`config.mk`:
```
export PLATFORM = sky130hd
export DESIGN_NAME = obc_pipe_ctrl
export DESIGN_NICKNAME = d
export VERILOG_FILES = /design/src/rtl/obc_pkg.sv /design/src/rtl/obc_fwd_mux.sv /design/src/rtl/obc_pipe_ctrl.sv
export VERILOG_INCLUDE_DIRS = /design/src /design/src/rtl
export SDC_FILE = /design/constraint.sdc
export NUM_CORES = 1
export LEC_CHECK = 0
export BUFFER_PORTS_ARGS = -buffer_cell sky130_fd_sc_hd__buf_4
export CORE_AREA = 2 2 160 162
export DETAILED_ROUTE_END_ITERATION = 10
export DIE_AREA = 0 0 162 164
export HOLD_SLACK_MARGIN = 0.05
export PLACE_DENSITY = 0.76
export SYNTH_ARGS = -nofsm -noshare
export SYNTH_HDL_FRONTEND = slang
export SYNTH_HIERARCHICAL = 1
export SYNTH_SLANG_ARGS = --single-unit
```
`constraint.sdc`:
```
create_clock -name ref_clk -period 7.46 [get_ports ref_clk]
set_input_delay 0.746 -clock ref_clk [delete_from_list [all_inputs] [get_ports ref_clk]]
set_output_delay 0.746 -clock ref_clk [all_outputs]
set_load 0.05 [all_outputs]
```
`src/rtl/obc_cfg.svh`:
```
// constants for the operand bypass and coprocessor sequencing block
`ifndef OBC_CFG_SVH
`define OBC_CFG_SVH
`define OBC_DATA_W 32
`define OBC_IDX_W 5
`define OBC_ZERO_REG 5'h00
`define OBC_RST_IDX 5'h00
`define OBC_RST_DATA 32'h0000_0000
`define OBC_BC2_MIN_SLIP 2'h2
`define OBC_BC2_CNT_MAX 2'h3
`endif

```
`src/rtl/obc_pkg.sv`:
```
// types shared by the bypass mux and the pipeline control
`include "obc_cfg.svh"
package obc_pkg;
    typedef logic [`OBC_DATA_W-1:0] obc_word_t;
    typedef logic [`OBC_IDX_W-1:0] obc_idx_t;
    typedef enum logic [1:0] {
        OBC_FWD_RF = 2'b00,
        OBC_FWD_W = 2'b01,
        OBC_FWD_A = 2'b10,
        OBC_FWD_M = 2'b11
    } obc_fwd_sel_t;
endpackage : obc_pkg

```
`src/rtl/obc_fwd_mux.sv`:
```
// one operand forwarding multiplexer with register file write-through
`include "obc_cfg.svh"
module obc_fwd_mux (
    input wire obc_pkg::obc_idx_t src,
    input wire obc_pkg::obc_word_t rf_rdata,
    input wire logic m_wr,
    input wire obc_pkg::obc_idx_t m_dst,
    input wire obc_pkg::obc_word_t m_data,
    input wire logic a_wr,
    input wire obc_pkg::obc_idx_t a_dst,
    input wire obc_pkg::obc_word_t a_data,
    input wire logic w_wr,
    input wire obc_pkg::obc_idx_t w_dst,
    input wire obc_pkg::obc_word_t w_data,
    output obc_pkg::obc_word_t op_data,
    output obc_pkg::obc_fwd_sel_t sel
);
    import obc_pkg::*;

    // register zero is constant, so it never matches a producer
    wire logic src_live = (src != `OBC_ZERO_REG);
    wire logic m_hit = m_wr && (m_dst == src) && src_live;
    wire logic a_hit = a_wr && (a_dst == src) && src_live;
    wire logic w_hit = w_wr && (w_dst == src) && src_live;

    // youngest producer wins: memory stage, then align, then writeback
    assign sel = m_hit ? OBC_FWD_M :
                 a_hit ? OBC_FWD_A :
                 w_hit ? OBC_FWD_W : OBC_FWD_RF;

    // writeback data passes straight to the read port in the same cycle
    assign op_data = (sel == OBC_FWD_M) ? m_data :
                     (sel == OBC_FWD_A) ? a_data :
                     (sel == OBC_FWD_W) ? w_data : rf_rdata;
endmodule // obc_fwd_mux

```
`src/rtl/obc_pipe_ctrl.sv`:
```
// operand forwarding, interlock slips and second coprocessor sequencing
`include "obc_cfg.svh"
// What this block does
// - operands read early in execute; results usable early in memory stage
// - each operand has a mux fed from memory and align stage results
// - register file passes writeback data straight to both read ports
// - each operand chooses its forwarding source independently
// - consumer right after a load slips one cycle in execute
// - consumers one or two behind a load get data via align forwarding
// - moves from mult or system coprocessor forward from align, slip one cycle
// - coprocessor unusable: no interface transaction, raise unusable exception
// - coprocessor instruction driven on instruction bus during execute
// - valid signalled in memory stage; coprocessor returns captured in registers
// - missing returns hold align stage and all earlier stages
// - data to the coprocessor is driven during the align stage
// - completion signalled in writeback; returned data written to register file
// - all branches resolved in execute; no prediction
// - coprocessor branch drives instruction and valid while in execute; its completion is signalled in writeback
// - coprocessor branch slips at least two cycles, more if condition late
// - a held stage holds all earlier ones; later stages get bubbles
module obc_pipe_ctrl (
    input wire logic ref_clk,
    input wire logic rst,
    input wire logic clk_en,
    input wire logic cop2_usable_bit,
    input wire logic id_valid,
    input wire obc_pkg::obc_idx_t id_first_source_reg,
    input wire obc_pkg::obc_idx_t id_second_source_reg,
    input wire logic id_use_first,
    input wire logic id_use_second,
    input wire obc_pkg::obc_idx_t id_dst,
    input wire logic id_dst_wr,
    input wire logic id_late_result,
    input wire logic id_is_cop2,
    input wire logic id_is_bc2,
    input wire logic id_core_to_cop2,
    input wire obc_pkg::obc_word_t id_instr,
    input wire obc_pkg::obc_word_t rf_rdata1,
    input wire obc_pkg::obc_word_t rf_rdata2,
    input wire obc_pkg::obc_word_t m_alu_result,
    input wire obc_pkg::obc_word_t a_result,
    input wire logic cp_ret_valid,
    input wire obc_pkg::obc_word_t cp_ret_data,
    input wire logic cp_bc_valid,
    input wire logic cp_bc_cond,
    output logic i_advance,
    output logic m_advance,
    output logic a_advance,
    output obc_pkg::obc_idx_t rf_raddr1,
    output obc_pkg::obc_idx_t rf_raddr2,
    output obc_pkg::obc_word_t op1_data,
    output obc_pkg::obc_word_t op2_data,
    output obc_pkg::obc_fwd_sel_t op1_sel,
    output obc_pkg::obc_fwd_sel_t op2_sel,
    output logic rf_we,
    output obc_pkg::obc_idx_t rf_waddr,
    output obc_pkg::obc_word_t rf_wdata,
    output obc_pkg::obc_word_t cop2_instr,
    output logic cop2_instr_en,
    output logic cop2_valid,
    output obc_pkg::obc_word_t cop2_wdata,
    output logic cop2_wdata_en,
    output logic cop2_commit,
    output logic cop2_unusable_exc,
    output logic br_bc2_resolved,
    output logic br_bc2_taken
);
    import obc_pkg::*;

    // execute stage state
    logic e_valid_reg, e_dst_wr_reg, e_late_reg, e_cop_reg, e_bc2_reg, e_to_cop_reg;
    logic [1:0] e_use_reg;
    obc_idx_t e_src_reg [1:0];
    obc_idx_t e_dst_reg;
    obc_word_t e_instr_reg;
    // memory, align and writeback stage state
    logic m_valid_reg, m_wr_reg, m_late_reg, m_cop_reg, m_commit_reg, m_to_cop_reg;
    logic a_valid_reg, a_wr_reg, a_cop_reg, a_commit_reg, a_to_cop_reg;
    logic w_valid_reg, w_wr_reg, w_commit_reg;
    obc_idx_t m_dst_reg, a_dst_reg, w_dst_reg;
    obc_word_t m_wdata_reg, wdata_reg, w_data_reg;
    // coprocessor input registers and return bookkeeping
    logic ret_cap_reg, ret_pend_reg, bc_cap_reg, bc_cond_reg, bc_got_reg;
    obc_word_t ret_data_reg;
    logic [1:0] bc_cnt_reg;
    obc_word_t fwd_data [1:0];
    obc_fwd_sel_t fwd_sel [1:0];

    // coprocessor usability gate on the execute instruction
    wire logic e_cop_ok = e_valid_reg && e_cop_reg && cop2_usable_bit;
    wire logic e_bc2_ok = e_cop_ok && e_bc2_reg;
    wire logic e_cop_mem = e_cop_ok && !e_bc2_reg;

    // align waits on returns; the captured flag covers late answers
    wire logic ret_ok = ret_cap_reg || ret_pend_reg;
    wire logic a_hold = a_valid_reg && a_cop_reg && !ret_ok;
    wire logic m_hold = a_hold;

    // load or move-from result still in memory stage: not yet forwardable
    // forwarding it from memory would hand the consumer stale alu data
    wire logic src0_hit = e_use_reg[0] && (e_src_reg[0] == m_dst_reg);
    wire logic src1_hit = e_use_reg[1] && (e_src_reg[1] == m_dst_reg);
    wire logic late_live = m_valid_reg && m_wr_reg && m_late_reg && (m_dst_reg != `OBC_ZERO_REG);
    wire logic late_hazard = e_valid_reg && late_live && (src0_hit || src1_hit);

    // coprocessor branch needs the minimum slip and a returned condition
    wire logic bc_ready = (bc_cnt_reg >= `OBC_BC2_MIN_SLIP) && (bc_cap_reg || bc_got_reg);
    wire logic bc2_wait = e_bc2_ok && !bc_ready;
    wire logic e_hold = m_hold || late_hazard || bc2_wait;
    wire logic e_to_m = e_valid_reg && !e_hold;
    wire logic a_consume = a_valid_reg && a_cop_reg && !a_hold;

    // stage advance outputs toward fetch and the datapath
    // writeback never holds, so a held align stage always drains into a bubble
    assign i_advance = !e_hold;
    assign m_advance = !m_hold;
    assign a_advance = !a_hold;

    // operands addressed from the execute stage registers
    assign rf_raddr1 = e_src_reg[0];
    assign rf_raddr2 = e_src_reg[1];

    // one independent forwarding mux per operand
    genvar gi;
    generate
        for (gi = 0; gi < 2; gi++) begin : g_opnd
            obc_fwd_mux obc_fwd_mux_inst (
                .src(e_src_reg[gi]),
                .rf_rdata((gi == 0) ? rf_rdata1 : rf_rdata2),
                .m_wr(m_valid_reg && m_wr_reg && !m_late_reg),
                .m_dst(m_dst_reg),
                .m_data(m_alu_result),
                .a_wr(a_valid_reg && a_wr_reg),
                .a_dst(a_dst_reg),
                .a_data(a_result),
                .w_wr(rf_we),
                .w_dst(w_dst_reg),
                .w_data(w_data_reg),
                .op_data(fwd_data[gi]),
                .sel(fwd_sel[gi])
            );
        end
    endgenerate
    assign op1_data = fwd_data[0];
    assign op2_data = fwd_data[1];
    assign op1_sel = fwd_sel[0];
    assign op2_sel = fwd_sel[1];

    // coprocessor handshake: bus in execute, valid in memory stage, branch valid in execute
    assign cop2_instr = e_instr_reg;
    assign cop2_instr_en = e_cop_ok;
    assign cop2_valid = (m_valid_reg && m_cop_reg && !m_hold) ||
                        (e_bc2_ok && (bc_cnt_reg == 2'h1));
    assign cop2_unusable_exc = e_valid_reg && e_cop_reg && !cop2_usable_bit;
    assign cop2_wdata = wdata_reg;
    assign cop2_wdata_en = a_valid_reg && a_to_cop_reg;
    assign cop2_commit = w_valid_reg && w_commit_reg;
    assign br_bc2_resolved = e_bc2_ok && bc_ready && !e_hold;
    assign br_bc2_taken = bc_cond_reg;
    assign rf_we = w_valid_reg && w_wr_reg;
    assign rf_waddr = w_dst_reg;
    assign rf_wdata = w_data_reg;

    // execute stage load; a held stage keeps its instruction
    always_ff @(posedge ref_clk or posedge rst) begin
        if (rst) begin
            e_valid_reg <= 1'b0;
            {e_dst_wr_reg, e_late_reg, e_cop_reg, e_bc2_reg, e_to_cop_reg} <= 5'h00;
            e_use_reg <= 2'h0;
            e_src_reg[0] <= `OBC_RST_IDX;
            e_src_reg[1] <= `OBC_RST_IDX;
            e_dst_reg <= `OBC_RST_IDX;
            e_instr_reg <= `OBC_RST_DATA;
        end else if (clk_en && !e_hold) begin
            e_valid_reg <= id_valid;
            {e_dst_wr_reg, e_late_reg} <= {id_dst_wr, id_late_result};
            {e_cop_reg, e_bc2_reg, e_to_cop_reg} <= {id_is_cop2, id_is_bc2, id_core_to_cop2};
            e_use_reg <= {id_use_second, id_use_first};
            e_src_reg[0] <= id_first_source_reg;
            e_src_reg[1] <= id_second_source_reg;
            e_dst_reg <= id_dst;
            e_instr_reg <= id_instr;
        end
    end

    // memory stage: takes execute or a bubble unless held
    always_ff @(posedge ref_clk or posedge rst) begin
        if (rst) begin
            {m_valid_reg, m_wr_reg, m_late_reg} <= 3'h0;
            {m_cop_reg, m_commit_reg, m_to_cop_reg} <= 3'h0;
            m_dst_reg <= `OBC_RST_IDX;
            m_wdata_reg <= `OBC_RST_DATA;
        end else if (clk_en && !m_hold) begin
            m_valid_reg <= e_to_m;
            {m_wr_reg, m_late_reg} <= {e_dst_wr_reg, e_late_reg};
            {m_cop_reg, m_commit_reg} <= {e_cop_mem, e_cop_ok};
            m_to_cop_reg <= e_cop_mem && e_to_cop_reg;
            m_dst_reg <= e_dst_reg;
            m_wdata_reg <= fwd_data[1];
        end
    end

    // align stage: holds while coprocessor returns are missing
    always_ff @(posedge ref_clk or posedge rst) begin
        if (rst) begin
            {a_valid_reg, a_wr_reg, a_cop_reg, a_commit_reg, a_to_cop_reg} <= 5'h00;
            a_dst_reg <= `OBC_RST_IDX;
            wdata_reg <= `OBC_RST_DATA;
        end else if (clk_en && !a_hold) begin
            a_valid_reg <= m_valid_reg;
            {a_wr_reg, a_cop_reg} <= {m_wr_reg, m_cop_reg};
            {a_commit_reg, a_to_cop_reg} <= {m_commit_reg, m_to_cop_reg};
            a_dst_reg <= m_dst_reg;
            wdata_reg <= m_wdata_reg;
        end
    end

    // writeback: bubble behind a held align stage
    // limitation: returned data is the last capture, one return per instruction
    always_ff @(posedge ref_clk or posedge rst) begin
        if (rst) begin
            {w_valid_reg, w_wr_reg, w_commit_reg} <= 3'h0;
            w_dst_reg <= `OBC_RST_IDX;
            w_data_reg <= `OBC_RST_DATA;
        end else if (clk_en) begin
            w_valid_reg <= a_valid_reg && !a_hold;
            {w_wr_reg, w_commit_reg} <= {a_wr_reg, a_commit_reg};
            w_dst_reg <= a_dst_reg;
            w_data_reg <= a_cop_reg ? ret_data_reg : a_result;
        end
    end

    // coprocessor outputs land in input registers before any use
    // one cycle of latency traded for a clean path from the coprocessor
    always_ff @(posedge ref_clk or posedge rst) begin
        if (rst) begin
            {ret_cap_reg, bc_cap_reg} <= 2'h0;
            ret_data_reg <= `OBC_RST_DATA;
        end else if (clk_en) begin
            ret_cap_reg <= cp_ret_valid;
            bc_cap_reg <= cp_bc_valid;
            if (cp_ret_valid) begin
                ret_data_reg <= cp_ret_data;
            end
        end
    end

    // late return is kept until the align instruction moves on
    always_ff @(posedge ref_clk or posedge rst) begin
        if (rst) begin
            ret_pend_reg <= 1'b0;
        end else if (clk_en) begin
            ret_pend_reg <= a_consume ? 1'b0 : (ret_pend_reg || ret_cap_reg);
        end
    end

    // branch slip counter and sticky condition, restarted on each new execute load
    // the counter saturates so a slow condition cannot wrap it back to zero
    always_ff @(posedge ref_clk or posedge rst) begin
        if (rst) begin
            bc_cnt_reg <= 2'h0;
            {bc_got_reg, bc_cond_reg} <= 2'h0;
        end else if (clk_en) begin
            if (!e_hold) begin
                bc_cnt_reg <= 2'h0;
                bc_got_reg <= 1'b0;
            end else if (e_bc2_ok) begin
                if (bc_cnt_reg != `OBC_BC2_CNT_MAX) begin
                    bc_cnt_reg <= bc_cnt_reg + 2'h1;
                end
                bc_got_reg <= bc_got_reg || bc_cap_reg;
            end
            if (cp_bc_valid) begin
                bc_cond_reg <= cp_bc_cond;
            end
        end
    end
endmodule // obc_pipe_ctrl

```
==> metrics, run 1 <==
peak ir drop on the vdd network=0.204 mV; count of flip-flops with a built-in enable after synthesis=0; final period demand of the worst path=4.74 ns; number of buffers inserted by post-CTS setup repair=0; Remaining DRCs=0; launching element type of the critical path=flip-flop; count of final setup violators=0; Syn Area/Cell=12.0 um2; synth-to-layout area growth=33.4%; start of the worst register-to-register path=rf_raddr2[0]; Worst Path Arrival=3.99 ns; proportion of register bits with asynchronous set or reset after synthesis=1.00; number of clock sinks=219; max-cap violations=0; Fin Setup TNS=0 ns; number of nets in the finished design=1565; gate count after technology mapping=978; Worst-Skew Late Latency=0.54 ns; type of element capturing the critical path=primary output; layout cell share with drive strength beyond 1=0.487; WL final=40800 um; largest net degree at the start of global routing=103; port bufs=411; final slew viol count=0; average via count per standard cell=5.97; placed wire-length estimate=28200 um; total number of vias=10073; slack of the worst reg-to-reg path=3.80 ns; gp weighted congestion=0.872; total design power=4.14 mW; gr ovfl total=0; setup repair after global routing missed its margin=no; met2 GRT Util=0.513; ranking of synthesized cells by instance count=sky130_fd_sc_hd__dfrtp_1, sky130_fd_sc_hd__mux2_2, sky130_fd_sc_hd__and3_1; total routing resource utilization after global routing=0.297; Syn. warnings=6; CTS clk-pin slew, worst paths=0.07 ns; sequential area share after synthesis=0.466; Final Cell Area=15700 um2; die span in x=162 um; DIE HEIGHT=164 um; number of library cell types mapped by synthesis=45; kind of critical path=flip-flop to primary output; cell total after placement=1644; clock buffer depth=3; maximum achievable frequency=211 MHz; leak pwr=7.40 nW; Synth Flop Type=sky130_fd_sc_hd__dfrtp_1; clk_skew=0.0267 ns; share of Yosys cell area claimed by the top area cell type=0.466; first-pass GRT wire length=60900 um; total die area=26600 um2; synthesis-stage register bit count=219; cell area after placement=14900 um2; number of buffers created by CTS=24; final worst-path cycle share=0.635; io pins=412; endpoint of the most critical register-to-register path=m_wdata_reg[0]; clock tree from TritonCTS=built; fill cell total of the finished layout=1988; worst hold path class=input port to asynchronous set/reset pin; required time of the critical path=6.71 ns; Site Rows=58; length of the first detailed-routing pass in iterations=5; Power per Cell Area=264 nW/um2; number of antenna violations at the first check in global routing=1; maximum fanout along the worst path=33; highest-utilization routing layer at the global route stage=met2; final-report hold violation count=0; cell taking the most area after synthesis=sky130_fd_sc_hd__dfrtp_1; worst reg2reg path depth=6; GRT met1 Usage=0.367; status=complete, no violations; vias in the first global route=10348; post-cts repair resize count=0; Least-Margin Pin Slew=1.34 ns; number of nets in the synthesized netlist=1203; area of the core=24800 um2; initial cell density of the core=0.474; worst slew slack as a fraction of its limit=0.0970; number of hold buffers added after CTS=0; cell at the root of the clock tree=sky130_fd_sc_hd__clkbuf_16; area of the mapped netlist=11800 um2; count of placed standard cells in the final layout, fillers left out=1688; count of antenna-violating nets left after detailed routing=0; DR WL/cell=24.2 um; most instantiated library cell after synthesis=sky130_fd_sc_hd__dfrtp_1; drt first-iter violations=840; # H-tree levels=1; synth top area cells=sky130_fd_sc_hd__dfrtp_1, sky130_fd_sc_hd__mux2_2, sky130_fd_sc_hd__a221o_1, sky130_fd_sc_hd__mux2_4, sky130_fd_sc_hd__a22o_1; M3 GR Usage=0.0614
==> power breakdown <==
group / internal, mW / leakage [nW] / total (mW) / switching, mW
clock network: 0.659 / 0.373 / 1.16 / 0.496
registers: 1.37 / 2.56 / 1.54 / 0.173
logic: 0.550 / 4.47 / 1.44 / 0.894
==> worst max-delay path, stage by stage, from the launching register on <==
cell and delay (ns):
sky130_fd_sc_hd__dfrtp_1 0.52, sky130_fd_sc_hd__xnor2_4 0.89, sky130_fd_sc_hd__nand4_1 0.16, sky130_fd_sc_hd__or3b_2 0.95, sky130_fd_sc_hd__a221o_1 0.50, sky130_fd_sc_hd__a22o_1 0.23
sky130_fd_sc_hd__buf_4 0.20
==> per-layer routing <==
metal,part of all wire,routed length (um)
met3,0.090,3680
met5,0,0
met2,0.50,20300
met1,0.38,15400
met4,0.036,1470
==> cell type report <==
| type | count | area (um2) | area share |
|---|---|---|---|
| multi-input combinational | 663 | 5820 | 0.371 |
| clock buffer | 33 | 664 | 0.0423 |
| inverter | 10 | 45.0 | 0.00287 |
| sequential | 219 | 5480 | 0.349 |
| antenna | 1 | 2.50 | 0.000160 |
| tap | 330 | 413 | 0.0263 |
| clock inverter | 10 | 92.6 | 0.00590 |
| timing repair buffer | 422 | 3170 | 0.202 |
==> stage by stage <==
| step | setup slack [ns] | hold slack (ns) | utilization |
|---|---|---|---|
| after floorplan | 0.721 | 0.446 | - |
| after global placement | 3.41 | 0.463 | 0.602 |
| after detailed placement | 3.34 | 0.470 | 0.602 |
| after CTS | 2.76 | 0.351 | 0.632 |
| after global routing | 2.62 | 0.386 | 0.632 |
| final | 2.72 | 0.324 | 0.632 |
==> cells by family after synthesis <==
family                   count (synthesis)  share of synthesized area
AO/OA/AOI/OAI                          247                      0.169
adder cells (fa/ha/maj)                  3                    0.00319
multiplexers                           208                      0.208
AND/OR/NAND/NOR                        165                     0.0767
XOR/XNOR                                40                     0.0311
flip-flops                             219                      0.466
buffers and inverters                   96                     0.0458
==> worst max-delay path by stage <==
stage | startpoint | cells after the start | to | slack (ns)
final | rf_raddr2[0] | 6 | op2_data[30] | 2.72
after global routing | rf_raddr2[0] | 6 | op2_data[5] | 2.62
after CTS | rf_raddr2[0] | 6 | op2_data[30] | 2.76
after detailed placement | rf_raddr2[0] | 6 | op2_data[30] | 3.34
after global placement | rf_raddr1[0] | 6 | op1_data[30] | 3.41
after floorplan | rst | 1 | a_commit_reg | 0.72
==> cell usage in the layout, fill, tap and decap left out, types with 3 or more instances in the layout <==
cell,n
sky130_fd_sc_hd__clkbuf_16,24
sky130_fd_sc_hd__clkinv_2,6
sky130_fd_sc_hd__o21a_1,62
sky130_fd_sc_hd__nand2_1,22
sky130_fd_sc_hd__nand4_1,9
sky130_fd_sc_hd__or3_2,4
sky130_fd_sc_hd__and3_1,65
sky130_fd_sc_hd__mux2i_1,32
sky130_fd_sc_hd__a221o_1,62
sky130_fd_sc_hd__nor2_1,39
sky130_fd_sc_hd__o21ai_1,6
sky130_fd_sc_hd__ha_1,3
sky130_fd_sc_hd__nor3_1,3
sky130_fd_sc_hd__mux2_4,39
sky130_fd_sc_hd__clkbuf_8,3
sky130_fd_sc_hd__xor2_1,4
sky130_fd_sc_hd__dfrtp_1,218
sky130_fd_sc_hd__xnor2_1,34
sky130_fd_sc_hd__o21ai_0,7
sky130_fd_sc_hd__mux2_2,137
sky130_fd_sc_hd__and2_1,4
sky130_fd_sc_hd__clkbuf_1,6
sky130_fd_sc_hd__a21oi_1,35
sky130_fd_sc_hd__buf_4,422
sky130_fd_sc_hd__a22o_1,63
sky130_fd_sc_hd__inv_1,8
sky130_fd_sc_hd__nor3_2,5
Note: power is estimated with default switching activity, not from simulation.
==> run 2, diff against run 1 <==
clock period = 4.61 ns   (was 7.46 ns; I/O delays follow)
==> run 2 against run 1 <==
Compared with the run above: critical path type unchanged; die area is the same; via count shrank 0.49%; largest cell class unchanged; non-clock buffer count grew 3; count of clock-buffer cells in the layout is the same; total power grew 65%; sequential cell count is the same; largest power group unchanged; hold slack lost 0.17 ns; setup slack lost 2.6 ns.
==> metrics, run 2 (synthesis gave the netlist of run 1 again) <==
port bufs=411; length of the first detailed-routing pass in iterations=5; number of antenna violations at the first check in global routing=0; total routing resource utilization after global routing=0.294; stage delay of the slowest cell on the critical path=0.91 ns; count of placed standard cells in the final layout, fillers left out=1691; Fin Setup TNS=0 ns; number of nets in the finished design=1569; Final Cell Area=15800 um2; maximum achievable frequency=223 MHz; setup repair after global routing missed its margin=no; WL final=40400 um; status=complete, no violations; kind of critical path=flip-flop to primary output; cell total after placement=1646; Worst-Skew Late Latency=0.53 ns; final worst-path cycle share=0.971; DR WL/cell=23.9 um; Antenna diodes=0; number of buffers inserted by post-CTS setup repair=0; DIE HEIGHT=164 um; clock buffer depth=3; area of the core=24800 um2; CTS clk-pin slew, worst paths=0.06 ns; worst hold path class=input port to flip-flop; vias in the first global route=10262; number of clock sinks=219; Remaining DRCs=0; count of final setup violators=0; cell at the root of the clock tree=sky130_fd_sc_hd__clkbuf_16; total die area=26600 um2; final slew viol count=0; slowest library cell on the worst path=sky130_fd_sc_hd__or3b_2; die span in x=162 um; total number of vias=10024; launching element type of the critical path=flip-flop; Power per Cell Area=432 nW/um2; first-pass GRT wire length=60100 um; io pins=412; drt first-iter violations=773; Site Rows=58; post-cts repair resize count=0; required time of the critical path=4.15 ns; count of antenna-violating nets left after detailed routing=0; leak pwr=7.45 nW; initial cell density of the core=0.474; maximum fanout along the worst path=33; # H-tree levels=1; average via count per standard cell=5.93; number of buffers created by CTS=25; ordered list of cells on the worst path=xnor2_4 > nand4_1 > or3b_2 > a221o_1 > a22o_1 > buf_4; type of element capturing the critical path=primary output; final period demand of the worst path=4.48 ns; most frequent cells in the layout=sky130_fd_sc_hd__buf_4, sky130_fd_sc_hd__dfrtp_1, sky130_fd_sc_hd__mux2_2; placed wire-length estimate=26800 um; synth-to-layout area growth=34.2%; Least-Margin Pin Slew=1.08 ns; clk_skew=0.0244 ns; gp weighted congestion=0.840; largest net degree at the start of global routing=140; cell area after placement=15000 um2; layout cell share with drive strength beyond 1=0.489; max-cap violations=0; clock tree from TritonCTS=built; peak ir drop on the vdd network=0.302 mV; most common cell after layout, fill and taps aside=sky130_fd_sc_hd__buf_4; Worst Path Arrival=4.02 ns; Hold Slack=0.157 ns; worst slew slack as a fraction of its limit=0.281; final-report hold violation count=0; gr ovfl total=0
==> run 2: final timing paths <==
kind | to | from | slack, ns | depth (start not counted)
max reg2reg | m_wdata_reg[30] | rf_raddr2[0] | 0.93 | 6
min | cop2_instr[7] | id_instr[7] | 0.16 | 2
min in group asynchronous | m_wdata_reg[26] | rst | 0.48 | 3
max in group asynchronous | rf_wdata[28] | rst | 2.97 | 4
max | op2_data[30] | rf_raddr2[0] | 0.13 | 6
min reg2reg | m_commit_reg | m_commit_reg | 0.50 | 2
==> run 2: area by class of cell <==
| type | instances | area (um2) |
|---|---|---|
| well taps | 330 | 413 |
| clock inverters | 11 | 126 |
| multi-input cells | 663 | 5820 |
| flip-flops and latches | 219 | 5480 |
| inverters | 10 | 41.3 |
| repair buffers | 425 | 3210 |
| fillers | 2001 | 9030 |
| clock buffers | 33 | 696 |
==> run 2: timing repair <==
item | CTS | global route
endpoints found under the hold margin | 11 | 0
hold buffers | 1 | 0
endpoints found under the setup margin | 0 | 4
==> run 2: power breakdown <==
group	switching (mW)	internal [mW]	total, mW	leakage (nW)
logic	1.46	0.892	2.35	4.49
clock network	0.806	1.18	1.98	0.405
registers	0.274	2.21	2.48	2.56
==> run 2: metal layers <==
layer  global-route usage  vias up  share of wire
met5                    0        -              0
met4                0.105        0          0.033
met3               0.0684       85          0.083
met2                0.514      485           0.50
met1                0.357     5049           0.38
li1                     -     4405              -
==> run 2: per-stage QoR <==
stage | utilization | total power [mW] | setup slack [ns]
2_1_floorplan | - | 4.02 | 1.29
3_3_place_gp | 0.602 | 4.80 | 0.832
3_5_place_dp | 0.602 | 4.85 | 0.720
4_1_cts | 0.636 | 6.85 | 0.155
5_1_grt | 0.636 | 7.08 | 0.00486
6_report | 0.636 | 6.82 | 0.132
==> run 2: worst max-delay path, delay by kind of cell (launching register included) <==
| kind | cells | cell delay (ns) |
|---|---|---|
| flip-flops | 1 | 0.53 |
| AND/OR/NAND/NOR | 2 | 1.10 |
| XOR/XNOR | 1 | 0.89 |
| buffers and inverters | 1 | 0.22 |
| AO/OA/AOI/OAI | 2 | 0.72 |
